--- src/core/cesh_pkg.sv ---
package cesh_pkg;

   // Register byte offsets on the Wishbone slave.
   localparam logic [7:0] ADDR_CTRL   = 8'h00;
   localparam logic [7:0] ADDR_WAIT   = 8'h04;
   localparam logic [7:0] ADDR_FREQ   = 8'h08;
   localparam logic [7:0] ADDR_COUNT  = 8'h0C;
   localparam logic [7:0] ADDR_SAVED  = 8'h10;
   localparam logic [7:0] ADDR_STATUS = 8'h14;
   localparam logic [7:0] ADDR_HIST   = 8'h18;

   // Control register field positions.
   localparam int CTRL_SEL_LSB   = 0;
   localparam int CTRL_SCOPE_BIT = 2;
   localparam int CTRL_OPM_LSB   = 4;

   // Reset values.
   localparam logic [1:0]  SEL_RST   = 2'h0;
   localparam logic        SCOPE_RST = 1'b0;
   localparam logic [1:0]  OPM_RST   = 2'h1;
   localparam logic [13:0] WAIT_RST  = 14'h0000;
   localparam logic [13:0] FREQ_KEEP = 14'h270F;
   localparam logic [15:0] COUNT_RST = 16'h0000;

   // Stop mode selections and operation modes.
   localparam logic [1:0] SEL_COAST   = 2'h0;
   localparam logic [1:0] SEL_DECEL   = 2'h1;
   localparam logic [1:0] SEL_RESTART = 2'h2;
   localparam logic [1:0] SEL_FALLBK  = 2'h3;
   localparam logic [1:0] OPM_NET     = 2'h0;

   // Fault data codes written to the fault history.
   localparam logic [7:0] CODE_NONE = 8'h00;
   localparam logic [7:0] CODE_LINE = 8'hA1;
   localparam logic [7:0] CODE_OPT  = 8'hF1;

   // Time base: a 0.1 s tick and the hourly save interval.
   localparam int CLK_HZ       = 50_000_000;
   localparam int TICK_TIME_MS = 100;
   localparam int TICK_CYCLES  = CLK_HZ / 1000 * TICK_TIME_MS;
   localparam int HOUR_TIME_S  = 3600;
   localparam int HOUR_TICKS   = HOUR_TIME_S * 1000 / TICK_TIME_MS;

   typedef enum logic [2:0] {
      ST_NORMAL,
      ST_TIMING,
      ST_FALLBK,
      ST_DECEL,
      ST_TRIP
   } cesh_state_type;

endpackage

--- src/core/cesh_core.sv ---
`timescale 1ns/10ps
`default_nettype none
// Function
// - Error count saved to nonvolatile copy hourly
// - Selection 3 runs at fallback frequency
// - Fallback 9999 keeps pre-error frequency
// - Error cleared within wait: no fault
// - Option fault stops at once by selection
// - Expired line error acts by selection
// - Error removal acts by selection
// - Fault codes HA1 line, HF1 option
// - Fault output drives alarm, bit, history
// - Unasserted fault record held only temporarily
// - Decel and restart use ordinary ramps
// - Selection 2 restart reuses prior command
// - Selection 2 re-accelerates if removed decelerating
// - Communication stops; option trips only networked
// - Network inverter reset only in network mode
// - Error reset scope 0 all, 1 network
// - Terminal, power, panel resets always accepted
// - Error reset only while fault active
// - Line error counts at once, before the wait time
// - Count increments per error, 0 clears
module cesh_core #(
   parameter int TICK_CYCLES = cesh_pkg::TICK_CYCLES,
   parameter int HOUR_TICKS  = cesh_pkg::HOUR_TICKS
) (
   input  wire logic        sys_clk_in,
   input  wire logic        sys_rst_in,
   input  wire logic        wb_cyc_in,
   input  wire logic        wb_stb_in,
   input  wire logic        wb_we_in,
   input  wire logic [7:0]  wb_adr_in,
   input  wire logic [3:0]  wb_sel_in,
   input  wire logic [31:0] wb_dat_in,
   output logic      [31:0] wb_dat_out,
   output logic             wb_ack_out,
   input  wire logic        line_error_in,
   input  wire logic        option_fault_in,
   input  wire logic        reset_terminal_in,
   input  wire logic        panel_reset_in,
   input  wire logic        net_inverter_reset_in,
   input  wire logic        net_error_reset_request_in,
   input  wire logic        motor_stopped_in,
   input  wire logic        run_cmd_in,
   input  wire logic [13:0] speed_cmd_in,
   output logic             run_out,
   output logic      [13:0] freq_out,
   output logic             coast_out,
   output logic             decel_out,
   output logic             alarm_output_out,
   output logic             fault_bit_out,
   output logic      [7:0]  line_fault_indication_out,
   output logic             comm_stop_out,
   output logic             inverter_reset_out
);

   // Merges a write into a register word by byte enable.
   function automatic logic [31:0] merge(input logic [31:0] old,
                                         input logic [31:0] nw,
                                         input logic [3:0]  sel);
      logic [31:0] r;
      r = old;
      for (int i = 0; i < 4; i++) begin
         if (sel[i]) begin
            r[i*8 +: 8] = nw[i*8 +: 8];
         end
      end
      return r;
   endfunction

   logic [6:0]  sync1_r, sync2_r, prev_r, rise;
   logic        line_err, opt_err, net_mode, wr, count_clr, accept_rst;
   logic        expired, tick_r, scope_r, src_opt_r, held_run_r, use_held_r;
   logic [1:0]  sel_r, opm_r;
   logic [13:0] wait_r, fallback_r, wait_cnt_r, held_speed_r;
   logic [15:0] count_r, saved_r, hour_cnt_r;
   logic [22:0] tick_cnt_r;
   logic [31:0] ctrl_word, ctrl_wr, wait_wr, freq_wr;
   logic [7:0]  hist_r, temp_code_r;
   cesh_pkg::cesh_state_type st_r;

   // External levels pass two flip-flops; edges compare the second stage with a third.
   always_ff @(posedge sys_clk_in or posedge sys_rst_in) begin
      if (sys_rst_in) begin
         sync1_r <= 7'h00;
         sync2_r <= 7'h00;
         prev_r  <= 7'h00;
      end else begin
         sync1_r <= {motor_stopped_in, net_error_reset_request_in,
                     net_inverter_reset_in, panel_reset_in,
                     reset_terminal_in, option_fault_in, line_error_in};
         sync2_r <= sync1_r;
         prev_r  <= sync2_r;
      end
   end

   // Decoded levels and merged write words. A write lands on the edge at
   // which the master sees ack, so it never runs ahead of the bus cycle.
   assign rise     = sync2_r & ~prev_r;
   assign line_err = sync2_r[0];
   assign opt_err  = sync2_r[1];
   assign net_mode = (opm_r == cesh_pkg::OPM_NET);
   assign wr       = wb_cyc_in && wb_stb_in && wb_we_in && wb_ack_out;
   assign ctrl_wr  = merge(ctrl_word, wb_dat_in, wb_sel_in);
   assign wait_wr  = merge({18'h0_0000, wait_r}, wb_dat_in, wb_sel_in);
   assign freq_wr  = merge({18'h0_0000, fallback_r}, wb_dat_in, wb_sel_in);
   assign ctrl_word = {26'h000_0000, opm_r, 1'b0, scope_r, sel_r};
   assign count_clr = wr && (wb_adr_in == cesh_pkg::ADDR_COUNT)
                      && (merge(32'h0000_0000, wb_dat_in, wb_sel_in)
                          == 32'h0000_0000);
   assign expired  = line_err && (wait_cnt_r >= wait_r);

   // Network resets are refused while the line itself is in error.
   assign accept_rst = rise[2] || rise[3]
      || (rise[4] && net_mode && !line_err)
      || (rise[5] && (!scope_r || net_mode)
          && alarm_output_out && !line_err);

   // Control registers written by software.
   always_ff @(posedge sys_clk_in or posedge sys_rst_in) begin
      if (sys_rst_in) begin
         sel_r      <= cesh_pkg::SEL_RST;
         scope_r    <= cesh_pkg::SCOPE_RST;
         opm_r      <= cesh_pkg::OPM_RST;
         wait_r     <= cesh_pkg::WAIT_RST;
         fallback_r <= cesh_pkg::FREQ_KEEP;
      end else if (wr) begin
         case (wb_adr_in)
            cesh_pkg::ADDR_CTRL: begin
               opm_r   <= ctrl_wr[cesh_pkg::CTRL_OPM_LSB +: 2];
               scope_r <= ctrl_wr[cesh_pkg::CTRL_SCOPE_BIT];
               sel_r   <= ctrl_wr[cesh_pkg::CTRL_SEL_LSB +: 2];
            end
            cesh_pkg::ADDR_WAIT: wait_r     <= wait_wr[13:0];
            cesh_pkg::ADDR_FREQ: fallback_r <= freq_wr[13:0];
            default: begin
            end
         endcase
      end
   end

   // Wishbone answer: one wait state, ack for one cycle, zero if unmapped.
   always_ff @(posedge sys_clk_in or posedge sys_rst_in) begin
      if (sys_rst_in) begin
         wb_ack_out <= 1'b0;
         wb_dat_out <= 32'h0000_0000;
      end else begin
         wb_ack_out <= wb_cyc_in && wb_stb_in && !wb_ack_out;
         case (wb_adr_in)
            cesh_pkg::ADDR_CTRL:   wb_dat_out <= ctrl_word;
            cesh_pkg::ADDR_WAIT:   wb_dat_out <= {18'h0_0000, wait_r};
            cesh_pkg::ADDR_FREQ:   wb_dat_out <= {18'h0_0000, fallback_r};
            cesh_pkg::ADDR_COUNT:  wb_dat_out <= {16'h0000, count_r};
            cesh_pkg::ADDR_SAVED:  wb_dat_out <= {16'h0000, saved_r};
            cesh_pkg::ADDR_STATUS: wb_dat_out <= {25'h000_0000, st_r,
               src_opt_r, alarm_output_out, sync2_r[1:0]};
            cesh_pkg::ADDR_HIST:   wb_dat_out <= {16'h0000, temp_code_r,
               hist_r};
            default:               wb_dat_out <= 32'h0000_0000;
         endcase
      end
   end

   // The 0.1 s tick, a one-cycle enable for the wait and hour counters.
   always_ff @(posedge sys_clk_in or posedge sys_rst_in) begin
      if (sys_rst_in) begin
         tick_cnt_r <= 23'h00_0000;
         tick_r     <= 1'b0;
      end else if (tick_cnt_r == 23'(TICK_CYCLES - 1)) begin
         tick_cnt_r <= 23'h00_0000;
         tick_r     <= 1'b1;
      end else begin
         tick_cnt_r <= tick_cnt_r + 23'h00_0001;
         tick_r     <= 1'b0;
      end
   end

   // Wait timer restarts on entry to timing and saturates at the top.
   always_ff @(posedge sys_clk_in or posedge sys_rst_in) begin
      if (sys_rst_in) begin
         wait_cnt_r <= 14'h0000;
      end else if (st_r != cesh_pkg::ST_TIMING) begin
         wait_cnt_r <= 14'h0000;
      end else if (tick_r && wait_cnt_r != 14'h3FFF) begin
         wait_cnt_r <= wait_cnt_r + 14'h0001;
      end
   end

   // Running count lives here; the saved copy survives drive resets only.
   always_ff @(posedge sys_clk_in or posedge sys_rst_in) begin
      if (sys_rst_in) begin
         count_r    <= cesh_pkg::COUNT_RST;
         saved_r    <= cesh_pkg::COUNT_RST;
         hour_cnt_r <= 16'h0000;
      end else begin
         if (tick_r) begin
            hour_cnt_r <= (hour_cnt_r == 16'(HOUR_TICKS - 1)) ?
                          16'h0000 : hour_cnt_r + 16'h0001;
         end
         if (tick_r && hour_cnt_r == 16'(HOUR_TICKS - 1)) begin
            saved_r <= count_r;
         end
         // A new error in the same cycle as a written clear restarts the count at 1.
         if (rise[0]) begin
            count_r <= count_clr ? 16'h0001 : count_r + 16'h0001;
         end else if (accept_rst) begin
            count_r <= saved_r;
         end else if (count_clr) begin
            count_r <= 16'h0000;
         end
      end
   end

   // Stop sequencing, fault output and history.
   always_ff @(posedge sys_clk_in or posedge sys_rst_in) begin
      if (sys_rst_in) begin
         st_r             <= cesh_pkg::ST_NORMAL;
         src_opt_r        <= 1'b0;
         coast_out        <= 1'b0;
         decel_out        <= 1'b0;
         alarm_output_out <= 1'b0;
         fault_bit_out    <= 1'b0;
         hist_r           <= cesh_pkg::CODE_NONE;
         temp_code_r      <= cesh_pkg::CODE_NONE;
         held_speed_r     <= 14'h0000;
         held_run_r       <= 1'b0;
         use_held_r       <= 1'b0;
      end else if (accept_rst) begin
         st_r             <= cesh_pkg::ST_NORMAL;
         src_opt_r        <= 1'b0;
         coast_out        <= 1'b0;
         decel_out        <= 1'b0;
         alarm_output_out <= 1'b0;
         fault_bit_out    <= 1'b0;
         temp_code_r      <= cesh_pkg::CODE_NONE;
         use_held_r       <= 1'b0;
      end else begin
         case (st_r)
            cesh_pkg::ST_NORMAL: begin
               // Option faults trip only in network mode.
               if (opt_err && net_mode) begin
                  src_opt_r <= 1'b1;
                  if (sel_r == cesh_pkg::SEL_COAST ||
                      sel_r == cesh_pkg::SEL_FALLBK) begin
                     st_r             <= cesh_pkg::ST_TRIP;
                     coast_out        <= 1'b1;
                     alarm_output_out <= 1'b1;
                     fault_bit_out    <= 1'b1;
                     hist_r           <= cesh_pkg::CODE_OPT;
                  end else begin
                     st_r        <= cesh_pkg::ST_DECEL;
                     decel_out   <= 1'b1;
                     temp_code_r <= cesh_pkg::CODE_OPT;
                  end
               end else if (line_err && net_mode) begin
                  st_r         <= cesh_pkg::ST_TIMING;
                  held_speed_r <= use_held_r ? held_speed_r : speed_cmd_in;
                  held_run_r   <= use_held_r ? held_run_r : run_cmd_in;
               end
            end
            cesh_pkg::ST_TIMING: begin
               if (!line_err) begin
                  st_r <= cesh_pkg::ST_NORMAL;
               end else if (expired) begin
                  case (sel_r)
                     cesh_pkg::SEL_COAST: begin
                        st_r             <= cesh_pkg::ST_TRIP;
                        coast_out        <= 1'b1;
                        alarm_output_out <= 1'b1;
                        fault_bit_out    <= 1'b1;
                        hist_r           <= cesh_pkg::CODE_LINE;
                     end
                     cesh_pkg::SEL_FALLBK: begin
                        st_r <= cesh_pkg::ST_FALLBK;
                     end
                     default: begin
                        st_r        <= cesh_pkg::ST_DECEL;
                        decel_out   <= 1'b1;
                        temp_code_r <= cesh_pkg::CODE_LINE;
                     end
                  endcase
               end
            end
            cesh_pkg::ST_FALLBK: begin
               // No alternative stop here; the reset terminal is the backstop.
               if (!line_err) begin
                  st_r <= cesh_pkg::ST_NORMAL;
               end
            end
            cesh_pkg::ST_DECEL: begin
               if (!src_opt_r && !line_err &&
                   sel_r == cesh_pkg::SEL_RESTART) begin
                  st_r        <= cesh_pkg::ST_NORMAL;
                  decel_out   <= 1'b0;
                  temp_code_r <= cesh_pkg::CODE_NONE;
                  use_held_r  <= 1'b1;
               end else if (sync2_r[6]) begin
                  st_r             <= cesh_pkg::ST_TRIP;
                  decel_out        <= 1'b0;
                  alarm_output_out <= 1'b1;
                  fault_bit_out    <= 1'b1;
                  hist_r           <= temp_code_r;
               end
            end
            cesh_pkg::ST_TRIP: begin
               if (!src_opt_r && !line_err &&
                   sel_r == cesh_pkg::SEL_RESTART) begin
                  st_r             <= cesh_pkg::ST_NORMAL;
                  coast_out        <= 1'b0;
                  alarm_output_out <= 1'b0;
                  fault_bit_out    <= 1'b0;
                  temp_code_r      <= cesh_pkg::CODE_NONE;
                  use_held_r       <= 1'b1;
               end
            end
            default: begin
               st_r <= cesh_pkg::ST_NORMAL;
            end
         endcase
      end
   end

   // Drive command, indication and communication stop.
   always_ff @(posedge sys_clk_in or posedge sys_rst_in) begin
      if (sys_rst_in) begin
         run_out                   <= 1'b0;
         freq_out                  <= 14'h0000;
         line_fault_indication_out <= cesh_pkg::CODE_NONE;
         comm_stop_out             <= 1'b0;
         inverter_reset_out        <= 1'b0;
      end else begin
         inverter_reset_out <= accept_rst;
         comm_stop_out      <= line_err || opt_err;
         line_fault_indication_out <= alarm_output_out ? hist_r
                                      : cesh_pkg::CODE_NONE;
         if (st_r == cesh_pkg::ST_FALLBK) begin
            run_out  <= held_run_r;
            freq_out <= (fallback_r == cesh_pkg::FREQ_KEEP) ?
                        held_speed_r : fallback_r;
         end else if (st_r == cesh_pkg::ST_TRIP ||
                      st_r == cesh_pkg::ST_DECEL) begin
            run_out  <= 1'b0;
            freq_out <= 14'h0000;
         end else if (use_held_r) begin
            run_out  <= held_run_r;
            freq_out <= held_speed_r;
         end else begin
            run_out  <= run_cmd_in;
            freq_out <= speed_cmd_in;
         end
      end
   end

   chk_count_step: assert property (@(posedge sys_clk_in)
      disable iff (sys_rst_in) rise[0] && !count_clr
      |=> count_r == $past(count_r) + 16'h0001)
      else $error("count did not step");
   chk_filter_ok: assert property (@(posedge sys_clk_in)
      disable iff (sys_rst_in)
      st_r == cesh_pkg::ST_TIMING && !line_err && !accept_rst
      |=> st_r == cesh_pkg::ST_NORMAL && !alarm_output_out)
      else $error("cleared line error raised fault");
   chk_sel0_coast: assert property (@(posedge sys_clk_in)
      disable iff (sys_rst_in) st_r == cesh_pkg::ST_TIMING && expired
      && sel_r == cesh_pkg::SEL_COAST && !accept_rst
      |=> coast_out && alarm_output_out && hist_r == cesh_pkg::CODE_LINE)
      else $error("selection 0 did not coast");
   chk_opt_immediate: assert property (@(posedge sys_clk_in)
      disable iff (sys_rst_in) st_r == cesh_pkg::ST_NORMAL && opt_err
      && net_mode && sel_r == cesh_pkg::SEL_FALLBK && !accept_rst
      |=> alarm_output_out ##1 line_fault_indication_out
          == cesh_pkg::CODE_OPT)
      else $error("option fault not immediate");
   chk_fallback_freq: assert property (@(posedge sys_clk_in)
      disable iff (sys_rst_in) st_r == cesh_pkg::ST_FALLBK
      |=> freq_out == (($past(fallback_r) == cesh_pkg::FREQ_KEEP) ?
          $past(held_speed_r) : $past(fallback_r)))
      else $error("fallback frequency wrong");
   chk_sel2_reaccel: assert property (@(posedge sys_clk_in)
      disable iff (sys_rst_in) st_r == cesh_pkg::ST_DECEL && !src_opt_r
      && !line_err && sel_r == cesh_pkg::SEL_RESTART
      |=> st_r == cesh_pkg::ST_NORMAL && !decel_out ##1 run_out
          == held_run_r)
      else $error("no re-acceleration");
   chk_net_reset_mode: assert property (@(posedge sys_clk_in)
      disable iff (sys_rst_in) rise[4] && !net_mode && !rise[2]
      && !rise[3] && !rise[5] |=> !inverter_reset_out)
      else $error("network reset outside network mode");
   chk_err_reset_idle: assert property (@(posedge sys_clk_in)
      disable iff (sys_rst_in) rise[5] && !alarm_output_out && !rise[2]
      && !rise[3] && !rise[4] |=> !inverter_reset_out)
      else $error("error reset without fault");

endmodule
`default_nettype wire

--- config.mk ---
export PLATFORM = sky130hd
export DESIGN_NAME = cesh_core
export DESIGN_NICKNAME = d
export VERILOG_FILES = /design/src/core/cesh_pkg.sv /design/src/core/cesh_core.sv
export SDC_FILE = /design/constraint.sdc
export NUM_CORES = 1
export LEC_CHECK = 0
export ABC_AREA = 1
export BUFFER_PORTS_ARGS = -buffer_cell sky130_fd_sc_hd__clkbuf_2
export CORE_MARGIN = 8
export CORE_UTILIZATION = 59
export CTS_CLUSTER_SIZE = 14
export DETAILED_ROUTE_END_ITERATION = 10
export PLACE_DENSITY = 0.9
export SKIP_LAST_GASP = 1
export SLEW_MARGIN = 20
export SYNTH_ARGS = -nofsm -noshare
export SYNTH_HDL_FRONTEND = slang
export SYNTH_SLANG_ARGS = --single-unit
--- constraint.sdc ---
create_clock -name sys_clk_in -period 7.2 [get_ports sys_clk_in]
set_clock_uncertainty 0.05 [all_clocks]
set_input_delay 0.72 -clock sys_clk_in [delete_from_list [all_inputs] [get_ports sys_clk_in]]
set_output_delay 0.72 -clock sys_clk_in [all_outputs]
set_load 0.05 [all_outputs]
==> Word-level counts from Yosys, hierarchy flattened <==
Cells that the tools add are included.
{ "op_classes": {"n_addsub": 4, "n_lt_le_gt_ge": 1, "eq_ne": 39, "mux": 77, "bitwise_logic": 4, "reduce_logical": 61} }
{ "op_table": {"columns": ["op", "count"], "rows": [
  ["$mux W8", 19],
  ["$pmux W16 S7", 1],
  ["$mux W14", 6],
  ["$mux W16", 5],
  ["$pmux W8 S3", 2],
  ["$ne A3 B3 Y1 const B", 11],
  ["$add A16 B1 Y16 const B", 2],
  ["$logic_not A32 Y1", 1],
  ["$mux W3", 10],
  ["$mux W1", 28],
  ["$eq A8 B5 Y1 const B", 3],
  ["$add A23 B1 Y23 const B", 1],
  ["$eq A23 B23 Y1 const B", 1],
  ["$mux W23", 1],
  ["$reduce_and A7 Y1", 3],
  ["$logic_and A1 B1 Y1", 18],
  ["$reduce_and A9 Y1", 2],
  ["$eq A16 B16 Y1 const B", 1],
  ["$eq A8 B4 Y1 const B", 2],
  ["$pmux W3 S5", 1],
  ["$reduce_and A3 Y1", 5],
  ["$add A14 B1 Y14 const B", 1],
  ["$eq A14 B14 Y1 const B", 1],
  ["$ge A14 B14 Y1", 1],
  ["other kinds (28)", 60]
]} }
{ "totals": {"regBits": 236, "input_bits": 71, "out_inout_bits": 62, "wordCells": 219} }

==> Depth between registers and ports, before layout <==
Gate-level depths: netlist of the first run.
{ "depth": {"ltp_word": 8, "ltp_mapped": 16, "mapped_depth_nobuf": 16} }

==> Worst setup path after synthesis of the first run <==
Ideal clock, no wire load.
{ "synth_timing": {"path_type": "input-to-reg", "startpoint": "input port wb_adr_in[7]", "endpoint": "register count_r[5]", "setup_ps": 125, "t_arrival_ps": 1801, "required_time_ps": 7025, "setup_slack_ps": 5223, "cell_stages": 9, "n_path_buf": 1, "path_cell_list": "inv_1 > nand2_1 > nor3_4 > nand4_2 > nor2_1 > nand4_1 > buf_2 > nand3b_1 > nand3_1"} }
{ "synth_via": {"elab_chain_cells": 5, "word_cells_on_any_way": 6, "cone_classes": "eq/ne (1); mux (2); reduce/logical (3)"} }
{ "synth_lines": {"columns": ["item", "line_no", "rtl"], "rows": [
  ["start, declared", "cesh_core.sv:33", "input wire logic [7:0] wb_adr_in,"],
  ["$eq A8 B4 Y1 (*)", "cesh_core.sv:109", "assign count_clr = wr && (wb_adr_in == cesh_pkg::ADDR_COUNT)"],
  ["$logic_and A1 B1 Y1 (*)", "cesh_core.sv:109", null],
  ["$logic_and A1 B1 Y1 (*)", "cesh_core.sv:110", "&& (merge(32'h0000_0000, wb_dat_in, wb_sel_in)"],
  ["$mux W16", "cesh_core.sv:206", "count_r <= count_clr ? 16'h0001 : count_r + 16'h0001;"],
  ["$mux W16", "cesh_core.sv:205", "if (rise[0]) begin"],
  ["end signal, assigned", "cesh_core.sv:193", "count_r <= cesh_pkg::COUNT_RST;"],
  ["end signal, assigned", "cesh_core.sv:206", null],
  ["end signal, assigned", "cesh_core.sv:208", "count_r <= saved_r;"],
  ["end, declared", "cesh_core.sv:77", "logic [15:0] count_r, saved_r, hour_cnt_r;"]
]} }
Mark *: on every way between the ends. The rest lies on a longest branch, timed or not.
A chain may end at the register's enable or synchronous reset.

==> Final worst setup path of the first run <==
{ "layout_timing": {"startpoint": "input port wb_adr_in[7]", "endpoint": "register count_r[14]"} }
The elaborated chain is that of the path after synthesis.

==> impl_metrics.yaml, run 1 <==
sta:
  slew_viol_final: 0
  worst_pin_slew_ns: 0.997
  slew_headroom: 0.334
  fin_setup_tns_ns: 0
  setup_viol: 0
  period_share: 0.364
  hold_viol_final: 0
  min_period_ns: 2.62
  rsz0062_at_grt: "no"
  fmax_mhz: 381
  holdWs_ns: 0.259
routing:
  routedWlPerCell_microns: 16.8
  route.detailed.drc: 0
  dr.pass1.iters: 5
  wirelength_microns: 27500
  postRouteAntennaNets: 0
  drtIter0Drc: 917
  routed_via_density: 5.76
  via_count: 9430
worst_setup_path:
  crit_fanout: 18
  path_cells: "clkbuf_2 -> inv_1 -> nand2_1 -> nor3_4 -> nand4_2 -> nor2_1 -> nand4_1 -> buf_8 -> nand4_1 -> nand3_1"
  crit_type: "in2reg"
  crit_slowest_cell: "nand4_1"
  crit_start: "wb_adr_in[7]"
  path_common_cell: "nand4_1"
  cp.required_ns: 7.52
  cp_top_family: "simple AND/OR/NAND/NOR gates"
  worstSetupEndpointType: "flop"
  reg2reg_from: "opm_r[0]"
  crit_arrival_ns: 2.94
  crit_buf_inv: 3
  slowest_delay_ns: 0.57
  cp-start-kind: "primary input"
power:
  p_int_mw: 2.01
  swShare: 0.316
  combPwrFrac: 0.175
  p_clk_frac: 0.384
  finalPower_mw: 2.94
  switching_power_mw: 0.930
  leakagePower_nw: 5.74
  max-vdd-ir-drop_v: 0.000258
  seq_power_share: 0.441
  p_per_area_mw_per_mm2: 247
clock_tree:
  htreeDepth: 1
  ctsHoldBuffers: 0
  cts.sinks: 201
  cts_resized: 0
  cts-root-buf: "clkbuf_16"
  clkLatencyLatePin_ns: 0.52
  postCtsSetupRepairBufs: 0
  cts_max_path_buffers: 3
  clk_pin_slew_ns: 0.06
  cts_buffers: 22
  cts_tree: "built"
floorplan:
  dieArea_sq_mm: 0.0224
  core.rowCount: 49
  die_w_microns: 150
  core_sq_mm: 0.0177
  initial_core_util: 0.594
  chipHeight_microns: 150
  io_pins: 133
min_path:
  hold_path.class: "in2reg"
  hold_start: "option_fault_in"
finish:
  instances_no_fill: 1638
  syn_to_final_growth_pct: 13.0
  fill_cells: 1359
  multi_input_area_sq_mm: 0.00454
  nNetsFinal: 1486
  drive_gt1_frac: 0.150
  n_antenna_cell: 0
  register_area_sq_mm: 0.00504
synthesis:
  yosysMostFrequentCell: "nand2_1"
  ys_types: 45
  synth_top_area_cell: "dfrtp_1"
  synth_top_family_by_area: "simple AND/OR/NAND/NOR gates"
  syn_inst: 1293
  syn_area_sq_mm: 0.0105
  ys_ff_latch: 201
  synth_edf_count: 0
  synth_top_area_share: 0.456
  ys_async_sr_fraction: 1.00
  synth_fa_ha_area_frac: 0.0250
  muxShareOfSynthArea: 0
  synth_top_flop_cell: "dfrtp_1"
  avgSynthCellArea_sq_um: 8.14
  synth_area_leaders: "dfrtp_1 (46%), nand2_1 (9.2%), inv_1 (6.0%), nand3_1 (5.4%), o21ai_0 (4.5%)"
  ys_seq_area_frac: 0.479
  synth-simple-area-share: 0.269
  yosysWarnings: 0
  ys_top_cells_by_count: "nand2_1 (258), dfrtp_1 (192), inv_1 (169)"
  synth_xor_xnor_area_share: 0.0291
  synth_compound_area_frac: 0.101
global_route:
  grt_first_pass_wirelength_microns: 45300
  grt_max_degree: 125
  grt_busiest_layer: "met2"
  gr-total-overflow: 0
  use_met3: 0.0535
  use_met2: 0.394
  antenna_found_initial: 0
  gr-usage-all-layers: 0.247
  grt_pass1_vias: 9148
  use_met1: 0.326
placed_design:
  numPortBuffers: 113
  hpwl_microns: 19900
  placed_cells: 1598
  gp_congestion: 0.930
run:
  max-cap-violations: 0
status:
  outcome: "finished, final reports clean"
==> path summary, 6_finish.rpt <==
check	end	depth (start not counted)	slack, ns
worst max register to register	held_speed_r[13]	11	4.66
max in group asynchronous	hour_cnt_r[15]	3	5.57
worst min register to register	sync2_r[1]	0	0.30
worst max-delay path	count_r[14]	10	4.58
min in group asynchronous	wb_ack_out	2	0.32
worst min-delay path	sync1_r[1]	1	0.26
==> routing by layer <==
metal / share of wire / wire length [microns] / up-vias
met5: 0 / 0 / -
met4: 0.032 / 880 / 0
met3: 0.089 / 2440 / 77
met2: 0.47 / 13000 / 417
met1: 0.41 / 11200 / 4498
li1: - / - / 4438
==> flip-flops by register name, summed over array words and instances (netlist names), 3 cells and up <==
register      flops
prev_r            5
saved_r          16
st_r              3
hour_cnt_r       16
wait_r           14
tick_cnt_r       23
count_r          16
fallback_r       14
held_speed_r     14
freq_out         14
wb_dat_out       16
wait_cnt_r       14
sync2_r           7
sync1_r           7
==> per-stage QoR <==
stage          utilization  instance area, sq um  setup slack, ns
2_1_floorplan            -                 10600            0.963
4_1_cts              0.670                 11900             4.15
6_report             0.672                 11900             4.58
3_5_place_dp         0.629                 11100             3.68
5_1_grt              0.672                 11900             4.34
3_3_place_gp         0.629                 11100             3.91
==> power by group through the flow <==
stage	logic [mW]	registers [mW]	clock network, mW
floorplan	0.293	1.40	0
global placement	0.497	1.31	0
detailed placement	0.509	1.31	0
CTS	0.516	1.30	1.14
global route	0.562	1.31	1.18
finish	0.515	1.30	1.13
==> cells in the final DEF, fill, tap and decap left out, types with 4 or more instances in the layout <==
cell	n
o211ai_1	11
nand3_1	112
clkbuf_16	22
o21ai_0	95
nand2_1	258
nand3b_1	14
a21oi_1	28
inv_1	168
nand4_1	55
o2111ai_1	5
o21ai_1	26
nor3_2	6
conb_1	19
nand2_2	6
nor4_1	7
nor3b_1	4
dfstp_2	9
clkbuf_2	113
dfrtp_1	192
a31oi_1	4
nor2_1	83
inv_2	13
nor3_1	38
xor2_1	32
clkinv_2	5
nor2_2	8
ha_1	21
o22ai_1	6
==> cells by family (layout without fill, tap and decap cells) <==
kind of cell | Yosys count | count (layout)
buffers and inverters | 241 | 339
DFF | 201 | 201
xor gates and xnor gates | 35 | 35
and+or+nand+nor | 604 | 604
other | 1 | 19
AOI/OAI and AO/OA | 190 | 190
adders and majority gates | 21 | 21
==> layout make-up <==
type / count / area share
Clock buffer: 28 / 0.0507
Clock inverter: 11 / 0.0106
Inverter: 182 / 0.0580
Multi-Input combinational cell: 869 / 0.381
Sequential cell: 201 / 0.424
Tap cell: 229 / 0.0241
Timing Repair Buffer: 118 / 0.0516
(Power assumes the default switching activity.)
==> inputs of run 2 (changes only) <==
Clock period 7.2 ns to 2.6 ns, I/O delays scaled along.
==> run 2 against run 1 <==
Compared with the run above: sequential cell count unchanged; global-route usage up 0.51 points; first-iteration DRC count up 22%; combinational power rose to 2.8 times the previous value; clock power rose to 2.9 times the previous value; wire length up 1.7%; worst hold slack worse by 0.25 ns; sequential share of layout area down 0.85 points; non-clock buffer count up 23; final cell count up 1.5%; register-to-register slack worse by 4.3 ns; highest routed layer is now met5.
==> impl_metrics.yaml, run 2 (same netlist as run 1, synthesis figures left out) <==
worst_setup_path:
  crit_fanout: 30
  reg2reg_from: "opm_r[0]"
  cp-start-kind: "flop"
  crit_start: "opm_r[0]"
  worstSetupEndpointType: "flop"
  cp.required_ns: 2.95
  crit_arrival_ns: 2.61
  crit_type: "reg2reg"
clock_tree:
  cts_resized: 0
  cts_max_path_buffers: 3
  cts_tree: "built"
  clkLatencyLatePin_ns: 0.51
  cts.sinks: 201
  clk_pin_slew_ns: 0.06
  ctsHoldBuffers: 17
  htreeDepth: 1
  cts_buffers: 22
  postCtsSetupRepairBufs: 0
  cts-root-buf: "clkbuf_16"
finish:
  syn_to_final_growth_pct: 15.3
  fill_cells: 1344
  top_register: "tick_cnt_r"
  final_cell_mix: "nand2_1 (258), dfrtp_1 (192), inv_1 (168)"
  final_common_cell: "nand2_1"
  fin_area_sq_mm: 0.0121
  largest_reg_flops: 23
  nNetsFinal: 1509
  drive_gt1_frac: 0.149
  n_antenna_cell: 0
  instances_no_fill: 1662
power:
  leakagePower_nw: 5.85
  max-vdd-ir-drop_v: 0.000620
  p_per_area_mw_per_mm2: 686
sta:
  worst_pin_slew_ns: 0.952
  fmax_mhz: 443
  period_share: 0.869
  holdWs_ns: 0.00773
  hold_viol_final: 0
  slew_viol_final: 0
  rsz0062_at_grt: "no"
  min_period_ns: 2.26
  fin_setup_tns_ns: 0
  slew_headroom: 0.365
  setup_viol: 0
routing:
  postRouteAntennaNets: 0
  routedWlPerCell_microns: 16.8
  wirelength_microns: 28000
  via_count: 9546
  dr.pass1.iters: 8
  routed_via_density: 5.74
  drtIter0Drc: 1118
  route.detailed.drc: 0
status:
  outcome: "finished, final reports clean"
floorplan:
  initial_core_util: 0.594
  die_w_microns: 150
  dieArea_sq_mm: 0.0224
  chipHeight_microns: 150
  core.rowCount: 49
  core_sq_mm: 0.0177
  io_pins: 133
placed_design:
  numPortBuffers: 113
  hpwl_microns: 19900
  gp_congestion: 0.984
  placed_cell_area_sq_mm: 0.0112
  placed_cells: 1605
global_route:
  grt_max_degree: 106
  antenna_found_initial: 1
  gr-total-overflow: 0
  grt_first_pass_wirelength_microns: 46300
  grt_pass1_vias: 9542
  gr-usage-all-layers: 0.252
min_path:
  hold_path.class: "in2reg"
  hold_start: "wb_dat_in[1]"
run:
  max-cap-violations: 0
run 2: report_power, final:
group / leakage (nW) / switching, mW / internal (mW)
registers: 2.64 / 0.190 / 3.40
clock network: 0.373 / 1.26 / 2.01
logic: 2.84 / 1.11 / 0.355
total: 5.85 / 2.56 / 5.77
run 2: metrics by stage:
| stage | utilization | power [mW] | setup WS, ns |
|---|---|---|---|
| final | 0.685 | 8.33 | 0.340 |
| after floorplan | - | 4.70 | -0.305 |
| after global placement | 0.633 | 5.03 | 0.481 |
| after CTS | 0.685 | 8.36 | 0.407 |
| after global routing | 0.685 | 8.67 | 0.211 |
| after detailed placement | 0.633 | 5.07 | 0.437 |
run 2: cell type report:
class,instances,area (sq um),area share
repair buffers,141,831,0.0684
clock buffers,34,646,0.0532
inverters,182,687,0.0566
multi-input cells,869,4530,0.373
clock inverters,6,120,0.00989
well taps,229,287,0.0236
flip-flops and latches,201,5040,0.415
run 2: worst paths after layout:
kind	to	slack [ns]	cells after the start
max	held_speed_r[13]	0.34	11
min	wait_r[1]	0.008	3
max reg2reg	held_speed_r[13]	0.34	11
min reg2reg	sync2_r[2]	0.30	0
max in group asynchronous	hour_cnt_r[8]	1.34	4
min in group asynchronous	wb_ack_out	0.15	3
run 2: routing by layer:
layer	vias to the layer above	routed length [microns]	track usage
met4	2	820	0.0843
met3	77	2610	0.0514
met1	4501	11100	0.326
li1	4481	-	-
met2	485	13400	0.416
met5	-	31	0
run 2: critical path, stage by stage, from the launching register on:
cell and delay [ns]:
dfstp_2 0.54, nor2_1 0.06, inv_2 0.08, nand2_1 0.07
nand3_2 0.11, nand2_4 0.21, inv_2 0.22, nand2_1 0.10
nor3_2 0.16, buf_4 0.32, nand2_1 0.09, o21a_1 0.11
